$ cat src/rtl/ipic_defs.svh
// constants for the cross-core interrupt command block
`ifndef IPIC_DEFS_SVH
`define IPIC_DEFS_SVH
`define IPIC_VEC_LO 0
`define IPIC_DM_LO 8
`define IPIC_DSTMODE_BIT 11
`define IPIC_STATUS_BIT 12
`define IPIC_LEVEL_BIT 14
`define IPIC_TRIG_BIT 15
`define IPIC_SH_LO 18
`define IPIC_DEST_LO 56
`define IPIC_XDEST_LO 32
`define IPIC_RESET_VALUE 64'h0000000000000000
`define IPIC_BCAST8 8'hFF
`define IPIC_BCAST4 4'hF
`define IPIC_BCAST32 32'hFFFFFFFF
`endif

$ cat src/rtl/ipic_pkg.sv
// types for the cross-core interrupt command block
`default_nettype none
package ipic_pkg;
  typedef enum logic [2:0] {
    IPIC_DM_FIXED = 3'h0,
    IPIC_DM_LOWEST = 3'h1,
    IPIC_DM_SYSMGMT = 3'h2,
    IPIC_DM_RSVD = 3'h3,
    IPIC_DM_NMI = 3'h4,
    IPIC_DM_INIT = 3'h5,
    IPIC_DM_START = 3'h6,
    IPIC_DM_RSVD7 = 3'h7
  } ipic_dm_t;
  typedef enum logic [1:0] {
    IPIC_SH_NONE = 2'h0,
    IPIC_SH_SELF = 2'h1,
    IPIC_SH_ALL_INC = 2'h2,
    IPIC_SH_ALL_EXC = 2'h3
  } ipic_sh_t;
  // one message as it travels on the system bus
  typedef struct packed {
    logic [7:0] vector;
    ipic_dm_t mode;
    logic logical;
    logic level;
    logic trigger;
    logic broadcast;
    logic excl_self;
    logic self_only;
    logic deassert;
    logic may_self;
    logic [31:0] dest;
    logic [7:0] src_id;
  } ipic_msg_t;
endpackage
`default_nettype wire

$ cat src/rtl/ipic_link_if.sv
// link between the issuing controller and the receiving controllers
`timescale 1ns/100ps
`default_nettype none
interface ipic_link_if;
  import ipic_pkg::*;
  logic valid;        // message offered
  ipic_msg_t msg;     // message contents
  logic accept;       // targets accepted the message
  modport issuer (output valid, output msg, input accept);
  modport receiver (input valid, input msg, output accept);
endinterface
`default_nettype wire

$ cat src/rtl/ipic_issue.sv
// issuing end: command register, encoding and dispatch
// What this block and its software do
// [RL1] all-excluding-self: physical broadcast, skip issuer
// [RL2] lowest plus exclude-self may return to issuer
// [RL3] destination used only with shorthand 00
// [RL4] physical id from bits 56-63 or 56-59
// [RL5] logical destination sent unchanged
// [RL6] low half may need reprogramming after sleep
// [RL7] newer variant forces level trigger to edge
// [RL8] software pairs self shorthands with fixed only
// [RL9] shorthand set: destination mode ignored
// [RL10] lowest exclude-self may hit issuer itself
// [RL11] older level fixed/lowest/nmi: level1 edge else drop
// [RL12] older init level0 level: deassert sync message
// [RL13] software avoids invalid older combinations
// [RL14] extended low word lacks delivery status
// [RL15] extended destination is 32-bit upper half
// [RL16] extended single full write dispatches
// [RL17] extended reads are side-effect free
// [RL18] extended all-ones destination is broadcast
// [RL19] self register path also available
// [RL20] legacy low word write sends message
// [RL21] shorthand 00 none, 01 self, 10 all
// [RL22] legacy delivery status pending until accepted
`timescale 1ns/100ps
`default_nettype none
`include "ipic_defs.svh"
module ipic_issue (
  input wire logic clk,                 // core clock
  input wire logic rst_n,               // async reset, active low
  input wire logic newer,               // 1 newer variant, 0 older
  input wire logic extended,            // extended addressing mode
  input wire logic [7:0] own_id,        // issuing controller id
  input wire logic wr_lo,               // write low word (legacy)
  input wire logic wr_hi,               // write high word (legacy)
  input wire logic wr_full,             // 64-bit write (extended)
  input wire logic self_wr,             // own-core interrupt register write
  input wire logic [63:0] wdata,        // write data
  output logic [63:0] rdata,            // command register read
  ipic_link_if.issuer link              // system bus side
);
  import ipic_pkg::*;

  typedef struct packed {
    logic [63:0] cmd;
    logic pending;
    logic valid;
    ipic_msg_t msg;
  } ipic_iss_t;

  ipic_iss_t r;
  ipic_iss_t next_r;
  // working values of the message build, rebuilt every cycle
  logic [63:0] src;
  logic fire;
  ipic_msg_t m;
  ipic_sh_t sh;
  logic lvl_trig;
  logic [31:0] bcast_dest;

  // ****************************************
  // broadcast destination per layout
  // ****************************************
  // all ones at the width of the id in use: 32 bits extended,
  // 8 bits newer, 4 bits older
  always_comb begin
    if (extended) begin
      bcast_dest = `IPIC_BCAST32; // RL18
    end else if (newer) begin
      bcast_dest = {24'h0, `IPIC_BCAST8}; // RL1
    end else begin
      bcast_dest = {28'h0, `IPIC_BCAST4}; // RL1
    end
  end

  // ****************************************
  // message build
  // ****************************************
  always_comb begin
    next_r = r;
    src = r.cmd;
    fire = 1'b0;
    m = '0;
    // legacy halves: the high write only stores
    if (wr_hi && !extended) begin
      next_r.cmd[63:32] = wdata[63:32];
    end
    // the low write stores and sends with the stored high half
    if (wr_lo && !extended) begin
      next_r.cmd[31:0] = wdata[31:0];
      src = {r.cmd[63:32], wdata[31:0]};
      fire = 1'b1; // RL20
    end
    // wide layout: one full write stores and sends at once
    if (wr_full && extended) begin
      next_r.cmd = wdata;
      src = wdata;
      fire = 1'b1; // RL16
    end
    // own-core register never touches the command register
    if (self_wr) begin
      // vector only, self shorthand, fixed, edge
      src = 64'h0;
      src[7:0] = wdata[7:0];
      src[`IPIC_SH_LO +: 2] = IPIC_SH_SELF; // RL19
      fire = 1'b1;
    end
    // decode whichever word is being sent this cycle
    sh = ipic_sh_t'(src[`IPIC_SH_LO +: 2]); // RL21
    lvl_trig = src[`IPIC_TRIG_BIT];
    m.vector = src[`IPIC_VEC_LO +: 8];
    m.mode = ipic_dm_t'(src[`IPIC_DM_LO +: 3]);
    m.src_id = own_id;
    m.level = 1'b1;
    m.trigger = 1'b0;
    // the shorthand overrides destination and its mode
    unique case (sh)
      IPIC_SH_NONE: begin
        m.logical = src[`IPIC_DSTMODE_BIT];
        if (extended) begin
          m.dest = src[`IPIC_XDEST_LO +: 32]; // RL15
          m.broadcast = (m.dest == `IPIC_BCAST32); // RL18
        end else if (newer) begin
          m.dest = {24'h0, src[`IPIC_DEST_LO +: 8]}; // RL4 RL5
          m.broadcast = !m.logical &&
            (src[`IPIC_DEST_LO +: 8] == `IPIC_BCAST8);
        end else begin
          m.dest = m.logical ? {24'h0, src[`IPIC_DEST_LO +: 8]}
                             : {28'h0, src[`IPIC_DEST_LO +: 4]}; // RL4
          m.broadcast = !m.logical &&
            (src[`IPIC_DEST_LO +: 4] == `IPIC_BCAST4);
        end
      end
      IPIC_SH_SELF: begin
        m.self_only = 1'b1; // RL3 RL9
        m.dest = {24'h0, own_id};
      end
      IPIC_SH_ALL_INC: begin
        m.broadcast = 1'b1;
        m.dest = bcast_dest;
      end
      IPIC_SH_ALL_EXC: begin
        m.broadcast = 1'b1; // RL1
        m.excl_self = 1'b1;
        m.logical = 1'b0; // RL9
        m.dest = bcast_dest;
        m.may_self = (m.mode == IPIC_DM_LOWEST); // RL2 RL10
      end
    endcase
    // trigger and level handling per variant
    if (newer || extended) begin
      m.trigger = 1'b0; // RL7
    end else if (lvl_trig) begin
      if (m.mode == IPIC_DM_INIT && !src[`IPIC_LEVEL_BIT]) begin
        // sync goes to everyone whatever the shorthand said
        m.deassert = 1'b1; // RL12
        m.broadcast = 1'b1;
        m.self_only = 1'b0;
        m.excl_self = 1'b0;
        m.may_self = 1'b0;
        m.logical = 1'b0;
        m.dest = bcast_dest;
        m.level = 1'b0;
        m.trigger = 1'b1;
      end else if (!src[`IPIC_LEVEL_BIT]) begin
        fire = 1'b0; // RL11
      end
    end
    // targets took it: drop the offer and clear the status
    if (link.accept) begin
      next_r.valid = 1'b0;
      next_r.pending = 1'b0; // RL22
    end
    if (fire) begin
      // a new send is taken even while an old one waits
      next_r.valid = 1'b1;
      next_r.pending = 1'b1;
      next_r.msg = m;
    end
  end

  // ****************************************
  // state register
  // ****************************************
  // the low half is simply kept; after deep sleep software rewrites it
  always_ff @(posedge clk or negedge rst_n) begin
    if (!rst_n) begin
      r <= '{cmd: `IPIC_RESET_VALUE, default: '0};
    end else begin
      r <= next_r; // RL6
    end
  end

  // ****************************************
  // read side
  // ****************************************
  // reads only look, never dispatch
  always_comb begin
    rdata = r.cmd; // RL17
    rdata[`IPIC_STATUS_BIT] = extended ? 1'b0 : r.pending; // RL14 RL22
  end

  // ****************************************
  // system bus side
  // ****************************************
  // straight from flops, so receivers see no decode glitches
  assign link.valid = r.valid;
  assign link.msg = r.msg;
endmodule
`default_nettype wire

$ cat src/flat_wrapper.sv
// flat-port wrapper written by rule: the top's interface ports become plain ports
module ipic_issue_flat import ipic_pkg::*;
  (clk, rst_n, newer, extended, own_id, wr_lo, wr_hi, wr_full, self_wr, wdata, rdata, link_valid, link_msg, link_accept);
  ipic_link_if link_i ();
  input wire logic clk;
  input wire logic rst_n;
  input wire logic newer;
  input wire logic extended;
  input wire logic [7:0] own_id;
  input wire logic wr_lo;
  input wire logic wr_hi;
  input wire logic wr_full;
  input wire logic self_wr;
  input wire logic [63:0] wdata;
  output logic [63:0] rdata;
  output wire logic [$bits(link_i.valid)-1:0] link_valid;
  output wire logic [$bits(link_i.msg)-1:0] link_msg;
  input wire logic [$bits(link_i.accept)-1:0] link_accept;
  assign link_valid = link_i.valid;
  assign link_msg = link_i.msg;
  assign link_i.accept = link_accept;
  ipic_issue u_core (.clk(clk), .rst_n(rst_n), .newer(newer), .extended(extended), .own_id(own_id), .wr_lo(wr_lo), .wr_hi(wr_hi), .wr_full(wr_full), .self_wr(self_wr), .wdata(wdata), .rdata(rdata), .link(link_i));
endmodule
$ cat config.mk
export PLATFORM = sky130hd
export DESIGN_NAME = ipic_issue_flat
export DESIGN_NICKNAME = d
export VERILOG_FILES = /design/src/rtl/ipic_pkg.sv /design/src/rtl/ipic_link_if.sv /design/src/rtl/ipic_issue.sv /design/src/flat_wrapper.sv
export VERILOG_INCLUDE_DIRS = /design/src /design/src/rtl
export SDC_FILE = /design/constraint.sdc
export NUM_CORES = 1
export LEC_CHECK = 0
export BUFFER_PORTS_ARGS = -buffer_cell sky130_fd_sc_hd__buf_2
export CORE_UTILIZATION = 49
export CTS_CLUSTER_SIZE = 40
export DETAILED_ROUTE_END_ITERATION = 10
export PLACE_DENSITY_LB_ADDON = 0.08
export SLEW_MARGIN = 20
export SYNTH_ARGS = -nofsm -noshare
export SYNTH_HDL_FRONTEND = slang
export SYNTH_SLANG_ARGS = --single-unit
export TNS_END_PERCENT = 30
$ cat constraint.sdc
create_clock -name clk -period 1.8 [get_ports clk]
set_clock_uncertainty 0.2 [all_clocks]
set_input_delay 0.27 -clock clk [delete_from_list [all_inputs] [get_ports clk]]
set_output_delay 0.27 -clock clk [all_outputs]
set_load 0.01 [all_outputs]
==> summary.md, run 1 <==
### Detailed routing
- Vias/cell: 5.18
- routed wirelength normalized by instance count: 17.2 um
- Final ANT Viol Nets: 0
- total iterations of the first detailed-routing run: 4
- Vias: 5,059
- final wirelength: 16.8 mm
- number of DRC violations after detailed-routing iteration 0: 267
- remaining routing DRC violations: 0

### Power
- leakage dissipation: 4.35 nW
- cell area power density: 970 mW/mm2
- Worst VDD drop: 0.000620 V
- post-layout total power: 8.53 mW

### Outcome
- violated checks: negative setup slack
- status: finished, violations left

### Floorplanning
- Std-Cell Core Area: 0.0109 mm2
- floorplan die area: 0.0117 mm2
- I/O pin cnt: 205
- x dimension of the die: 108 um
- starting density of the core: 50.6%
- site row count: 38
- chip height: 108 um

### Logic synthesis
- gate count of the mapped netlist: 475
- Async SR Flop Fraction: 100%
- fraction of post-synthesis cell area in the top cell type by area: 55.4%
- Post-Syn Area: 0.00551 mm2
- EDFF count, synth: 0
- Syn Nets: 556
- post-synthesis register bit count: 122
- share of synthesized area occupied by flip-flops and latches: 55.4%
- number of warning messages in the yosys log: 0
- most used flip-flop cell after synthesis: sky130_fd_sc_hd__dfrtp_1
- most area-consuming cells after synthesis: sky130_fd_sc_hd__dfrtp_1, sky130_fd_sc_hd__mux2_2, sky130_fd_sc_hd__mux2i_1
- Mapped Avg Cell Area: 11.6 um2
- largest area contributor in the synthesized netlist: sky130_fd_sc_hd__dfrtp_1
- Synth cell types: 45

### STA
- final setup vio count: 1
- transition time at the pin with the least slew margin: 0.503 ns
- final-layout worst hold slack: 0.0457 ns
- headroom to the max-slew limit: 66.3%
- Max Freq: 554 MHz
- crit share post-route: 100%
- crit path setup slack, layout: -0.00656 ns
- time the worst path needs with I/O delays and setup: 1.81 ns
- unrepaired setup endpoints after global routing: true
- Hold Fails Final Rpt: 0
- number of max-slew violations in the final report: 0

### Placed design
- Cells after DPL: 867
- standard cell area after detailed placement: 0.00727 mm2
- Final HPWL DP: 11.2 mm
- last weighted congestion value of the routability-driven placer: 0.872
- count of input and output buffers: 203

### CTS
- clock sinks: 122
- Reg clk slew, reported paths: 0.06 ns
- number of buffers on the longest clock path: 2
- Max H-tree Level: 4
- clock root cell: sky130_fd_sc_hd__clkbuf_8
- TritonCTS clock tree: yes
- total clock buffers created by CTS: 17
- clock latency at the later pin of the worst-skew pair: 0.51 ns

### Hold path
- Hold Startpoint: wdata[19]
- type of the most critical hold path: input port to flop

### Global route
- overall global routing resource usage: 29.0%
- largest net degree at the start of global routing: 71
- wire length of the first global-routing pass: 25.5 mm
- number of antenna violations at the first check in global routing: 0
- vias in the first global route: 5,114
- GRT Residual Overflow: 0

### Setup path
- worst setup path class: flop to flop
- Worst Setup SP: u_core.rdata[11]
- required time at the worst-slack endpoint: 2.05 ns
- R2R Path Start: u_core.rdata[11]
- endpoint kind of the worst setup timing path: flop
- Critical Path AT: 2.05 ns
- Startpoint Class: flop
- count of buffering cells on the critical path with inverters included: 0
- worst-path cell with the longest stage delay: sky130_fd_sc_hd__dfrtp_1
- CP delay by family, top: compound AO/OA/AOI/OAI gates
- worst-path cell chain: mux2i_2 > o21ai_1 > or3_1 > o41ai_2 > o211a_1
- crit-path max FO: 2
- Max stage delay on crit path: 0.39 ns

### Finish
- final non-filler cell area: 0.00879 mm2
- Nets: 905
- number of antenna cells inserted: 0
- post-layout instance count excluding filler cells: 977
- area overhead of the layout relative to synthesis: 59.6%
- end-of-flow core utilization: 80.7%
- fraction of layout cells with a size suffix above 1: 48.1%
- fill count: 682

### Run
- max cap viols: 0

[power breakdown]
part / total, mW / internal [mW] / switching (mW)
Clock: 3.41 / 2.15 / 1.26
Combinational: 1.86 / 0.954 / 0.908
Sequential: 3.26 / 3.06 / 0.198
Total: 8.53 / 6.16 / 2.37
[cell usage after synthesis (all sizes together), types with 8 or more instances]
cell	count
dfrtp	122
mux2	62
nand2	59
o21ai	41
mux2i	38
a21oi	25
buf	22
nor2	20
nand4	12
inv	10
clkbuf	8
o211ai	8
[worst min-delay path, stage by stage]
cell and delay (ns):
sky130_fd_sc_hd__buf_2 0.12, sky130_fd_sc_hd__mux2i_1 0.09, sky130_fd_sc_hd__inv_1 0.12, sky130_fd_sc_hd__buf_4 0.13
[final cells by class]
class                   instances  area (um2)  area share, %
repair buffers                360        2580           29.4
clock inverters                14         169           1.92
well taps                     140         175           1.99
inverters                      10        37.5          0.427
multi-input cells             313        2340           26.7
clock buffers                  18         428           4.87
flip-flops and latches        122        3050           34.7
[per-layer routing]
metal / vias up / global-route usage [%] / share of wire [%]
li1: 2408 / - / -
met1: 2461 / 36.7 / 42
met2: 170 / 49.0 / 50
met3: 20 / 7.41 / 5.7
met4: 0 / 8.32 / 1.3
met5: - / 0 / 0
[through the flow]
stage	worst slack (ns)	TNS [ns]
2_1_floorplan	-0.104	-4.46
3_3_place_gp	-0.229	-11.38
3_5_place_dp	-0.252	-13.64
4_1_cts	-0.0207	-0.0207
5_1_grt	-0.0569	-0.187
6_report	-0.00656	-0.00656
[worst paths after layout]
check | to | slack [ns] | cells past startpoint
min | u_core.rdata[19] | 0.05 | 4
max | u_core.link.msg[44] | -0.007 | 5
max in group asynchronous | u_core.link.msg[50] | 0.45 | 3
min reg2reg | u_core.link.msg[5] | 0.27 | 2
min in group asynchronous | u_core.rdata[0] | 0.11 | 3
max reg2reg | u_core.link.msg[44] | -0.007 | 5
[registers in the layout, summed over array words and instances, names as in the netlist]
signal	flops
u_core.link.msg	58
u_core.r	1
u_core.rdata	63
[cells in the final DEF (no fill, tap or decap), types with 2 or more instances in the layout]
cell | Yosys | layout
sky130_fd_sc_hd__dfrtp_1 | 122 | 122
sky130_fd_sc_hd__o21ai_0 | 21 | 19
sky130_fd_sc_hd__a21oi_1 | 24 | 18
sky130_fd_sc_hd__nand3_1 | 2 | 2
sky130_fd_sc_hd__o211a_1 | 2 | 2
sky130_fd_sc_hd__o21ai_1 | 20 | 22
sky130_fd_sc_hd__nor2_1 | 19 | 19
sky130_fd_sc_hd__a22oi_2 | 0 | 4
sky130_fd_sc_hd__mux2_2 | 62 | 62
sky130_fd_sc_hd__a31oi_1 | 3 | 3
sky130_fd_sc_hd__buf_12 | 0 | 10
sky130_fd_sc_hd__nand2b_1 | 5 | 4
sky130_fd_sc_hd__a21oi_2 | 1 | 6
sky130_fd_sc_hd__buf_2 | 13 | 200
sky130_fd_sc_hd__nand4_1 | 12 | 12
sky130_fd_sc_hd__nand2_1 | 59 | 59
sky130_fd_sc_hd__inv_1 | 10 | 10
sky130_fd_sc_hd__clkinvlp_4 | 0 | 5
sky130_fd_sc_hd__a21o_1 | 4 | 4
sky130_fd_sc_hd__bufinv_16 | 0 | 3
sky130_fd_sc_hd__buf_4 | 1 | 72
sky130_fd_sc_hd__a41oi_1 | 3 | 3
sky130_fd_sc_hd__dlygate4sd3_1 | 0 | 74
sky130_fd_sc_hd__a32o_1 | 2 | 2
sky130_fd_sc_hd__clkbuf_16 | 0 | 20
sky130_fd_sc_hd__a211oi_1 | 2 | 2
sky130_fd_sc_hd__clkinv_2 | 0 | 3
sky130_fd_sc_hd__mux2i_1 | 37 | 35
sky130_fd_sc_hd__o31ai_1 | 3 | 2
sky130_fd_sc_hd__or3_1 | 2 | 2
sky130_fd_sc_hd__o211ai_1 | 8 | 8
sky130_fd_sc_hd__clkbuf_8 | 0 | 2
sky130_fd_sc_hd__mux2i_2 | 0 | 2
sky130_fd_sc_hd__inv_6 | 0 | 3
[cells by family (layout without fill, tap and decap cells)]
kind of cell / count (synthesis) / count (layout) / share of synthesized area [%]
mux: 100 / 100 / 19.8
compound gates: 102 / 102 / 11.2
flops: 122 / 122 / 55.4
simple gates: 111 / 111 / 9.73
buf+inv: 40 / 402 / 3.79
[what timing repair did]
| item | CTS | global route |
|---|---|---|
| endpoints found under the setup margin | 1 | 29 |
| gates cloned | 0 | 4 |
| hold endpoints to repair | 235 | 0 |
| pin swaps | 0 | 3 |
| setup buffers | 1 | 1 |
| hold buffers | 74 | 0 |
| resized for setup | 5 | 14 |
Note: power is estimated with default switching activity, not from simulation.
==> run 2: changes to the inputs <==
CORE_UTILIZATION = 51   (was 49)
clock period = 2.26 ns   (was 1.8 ns; I/O delays follow)
==> run 2 against run 1 <==
  * The run now ends clean
  * Register-to-register slack better by 0.32 ns
  * Design area down 8.5%
  * Sequential share of layout area up 3.2 points
  * Global-route usage down 0.48 points
  * Via count down 3.8%
  * Hold slack worse by 0.022 ns
  * Highest routed layer unchanged
==> summary.md, run 2 (synthesis gave the netlist of run 1 again) <==
### Setup path
- worst-path cell with the longest stage delay: sky130_fd_sc_hd__dlygate4sd3_1
- worst-path cell chain: dlygate4sd3_1 > buf_2 > nand4_1 > nor4_1 > a22oi_1 > o311ai_0 > o211a_1
- capture point of the worst path: u_core.link.msg[44]
- Max stage delay on crit path: 0.54 ns
- number of cells on the worst reg-to-reg path: 5
- Critical Path AT: 2.35 ns
- R2R Path Start: u_core.rdata[38]
- worst reg2reg path endpoint: u_core.link.msg[44]
- crit-path max FO: 3
- Worst Setup SP: wdata[36]
- Startpoint Class: input port
- required time at the worst-slack endpoint: 2.51 ns
- FF-to-FF setup slack: 0.31 ns
- worst setup path class: input port to flop
- endpoint kind of the worst setup timing path: flop

### Floorplanning
- I/O pin cnt: 205
- x dimension of the die: 106 um
- Std-Cell Core Area: 0.0104 mm2
- site row count: 37
- floorplan die area: 0.0112 mm2
- starting density of the core: 52.9%
- chip height: 106 um

### CTS
- clock root cell: sky130_fd_sc_hd__clkbuf_8
- total clock buffers created by CTS: 17
- post-cts resize count: 0
- TritonCTS clock tree: yes
- clock sinks: 122
- Reg clk slew, reported paths: 0.05 ns
- number of buffers on the longest clock path: 2
- clock latency at the later pin of the worst-skew pair: 0.52 ns
- Max H-tree Level: 4

### STA
- final setup vio count: 0
- unrepaired setup endpoints after global routing: false
- final-layout worst hold slack: 0.0235 ns
- Max Freq: 477 MHz
- accumulated negative setup slack: 0 ns
- time the worst path needs with I/O delays and setup: 2.10 ns
- transition time at the pin with the least slew margin: 0.586 ns
- number of max-slew violations in the final report: 0
- crit share post-route: 92.7%
- crit path setup slack, layout: 0.165 ns
- Hold Fails Final Rpt: 0
- headroom to the max-slew limit: 59.8%

### Power
- Worst VDD drop: 0.000515 V
- cell area power density: 794 mW/mm2
- post-layout total power: 6.38 mW
- leakage dissipation: 3.96 nW

### Finish
- Nets: 842
- area overhead of the layout relative to synthesis: 46.1%
- final non-filler cell area: 0.00805 mm2
- fraction of layout cells with a size suffix above 1: 41.8%
- end-of-flow core utilization: 77.2%
- most frequent cells in the layout: sky130_fd_sc_hd__buf_2, sky130_fd_sc_hd__dfrtp_1, sky130_fd_sc_hd__dlygate4sd3_1
- sequential cell area in the final layout: 0.00305 mm2
- post-layout instance count excluding filler cells: 907
- most common library cell in the layout ignoring fill and taps: sky130_fd_sc_hd__buf_2
- multi-input gate area in the final layout: 0.00226 mm2
- fill count: 707
- number of antenna cells inserted: 0
- flip-flop count of the largest register, all copies and words added: 63

### Placed design
- standard cell area after detailed placement: 0.00678 mm2
- last weighted congestion value of the routability-driven placer: 0.819
- Placement Setup Slack: -0.0183 ns
- Cells after DPL: 806
- Final HPWL DP: 10.5 mm
- count of input and output buffers: 203

### Outcome
- status: complete, no violations

### Detailed routing
- Vias/cell: 5.37
- routed wirelength normalized by instance count: 17.3 um
- remaining routing DRC violations: 0
- number of DRC violations after detailed-routing iteration 0: 318
- Final ANT Viol Nets: 0
- final wirelength: 15.6 mm
- Vias: 4,868
- total iterations of the first detailed-routing run: 5

### Global route
- largest net degree at the start of global routing: 54
- vias in the first global route: 4,794
- number of antenna violations at the first check in global routing: 0
- overall global routing resource usage: 28.5%
- GRT Residual Overflow: 0
- wire length of the first global-routing pass: 24.4 mm

### Run
- max cap viols: 0

### Hold path
- type of the most critical hold path: input port to flop

-- run 2: critical path, delay by kind of cell --
kind	cells	cell delay, ns
buffers and inverters	2	0.68
AND/OR/NAND/NOR	2	0.58
AO/OA/AOI/OAI	3	0.74
-- run 2: where the power goes --
| group | internal, mW | switching (mW) |
|---|---|---|
| Clock | 1.59 | 0.920 |
| Combinational | 0.613 | 0.644 |
| Sequential | 2.44 | 0.176 |
-- run 2: per-layer routing --
layer / vias to the layer above / track usage, % / part of all wire, %
met4: 0 / 8.83 / 1.5
met1: 2384 / 35.8 / 43
met3: 17 / 8.40 / 6.9
met2: 191 / 47.6 / 49
li1: 2276 / - / -
met5: - / 0 / 0
-- run 2: worst min path at each step --
stage,from,to,slack [ns],depth (start not counted)
3_5_place_dp,rst_n,u_core.rdata[20],0.16,1
5_1_grt,wdata[19],u_core.rdata[19],0.03,3
2_1_floorplan,rst_n,u_core.link.msg[0],-0.16,0
4_1_cts,self_wr,u_core.link.msg[48],0.01,2
6_report,wdata[19],u_core.rdata[19],0.02,3
3_3_place_gp,rst_n,u_core.rdata[16],0.15,1
-- run 2: final cells by class --
type | count | area share (%)
clock inverter | 9 | 1.24
sequential | 122 | 37.9
clock buffer | 20 | 5.54
inverter | 10 | 0.467
multi-input combinational | 313 | 28.1
timing repair buffer | 297 | 24.6
tap | 136 | 2.12
-- run 2: timing repair --
action,in CTS,in global routing
endpoints found under the hold margin,143,0
hold buffers,72,0
buffers inserted,0,0
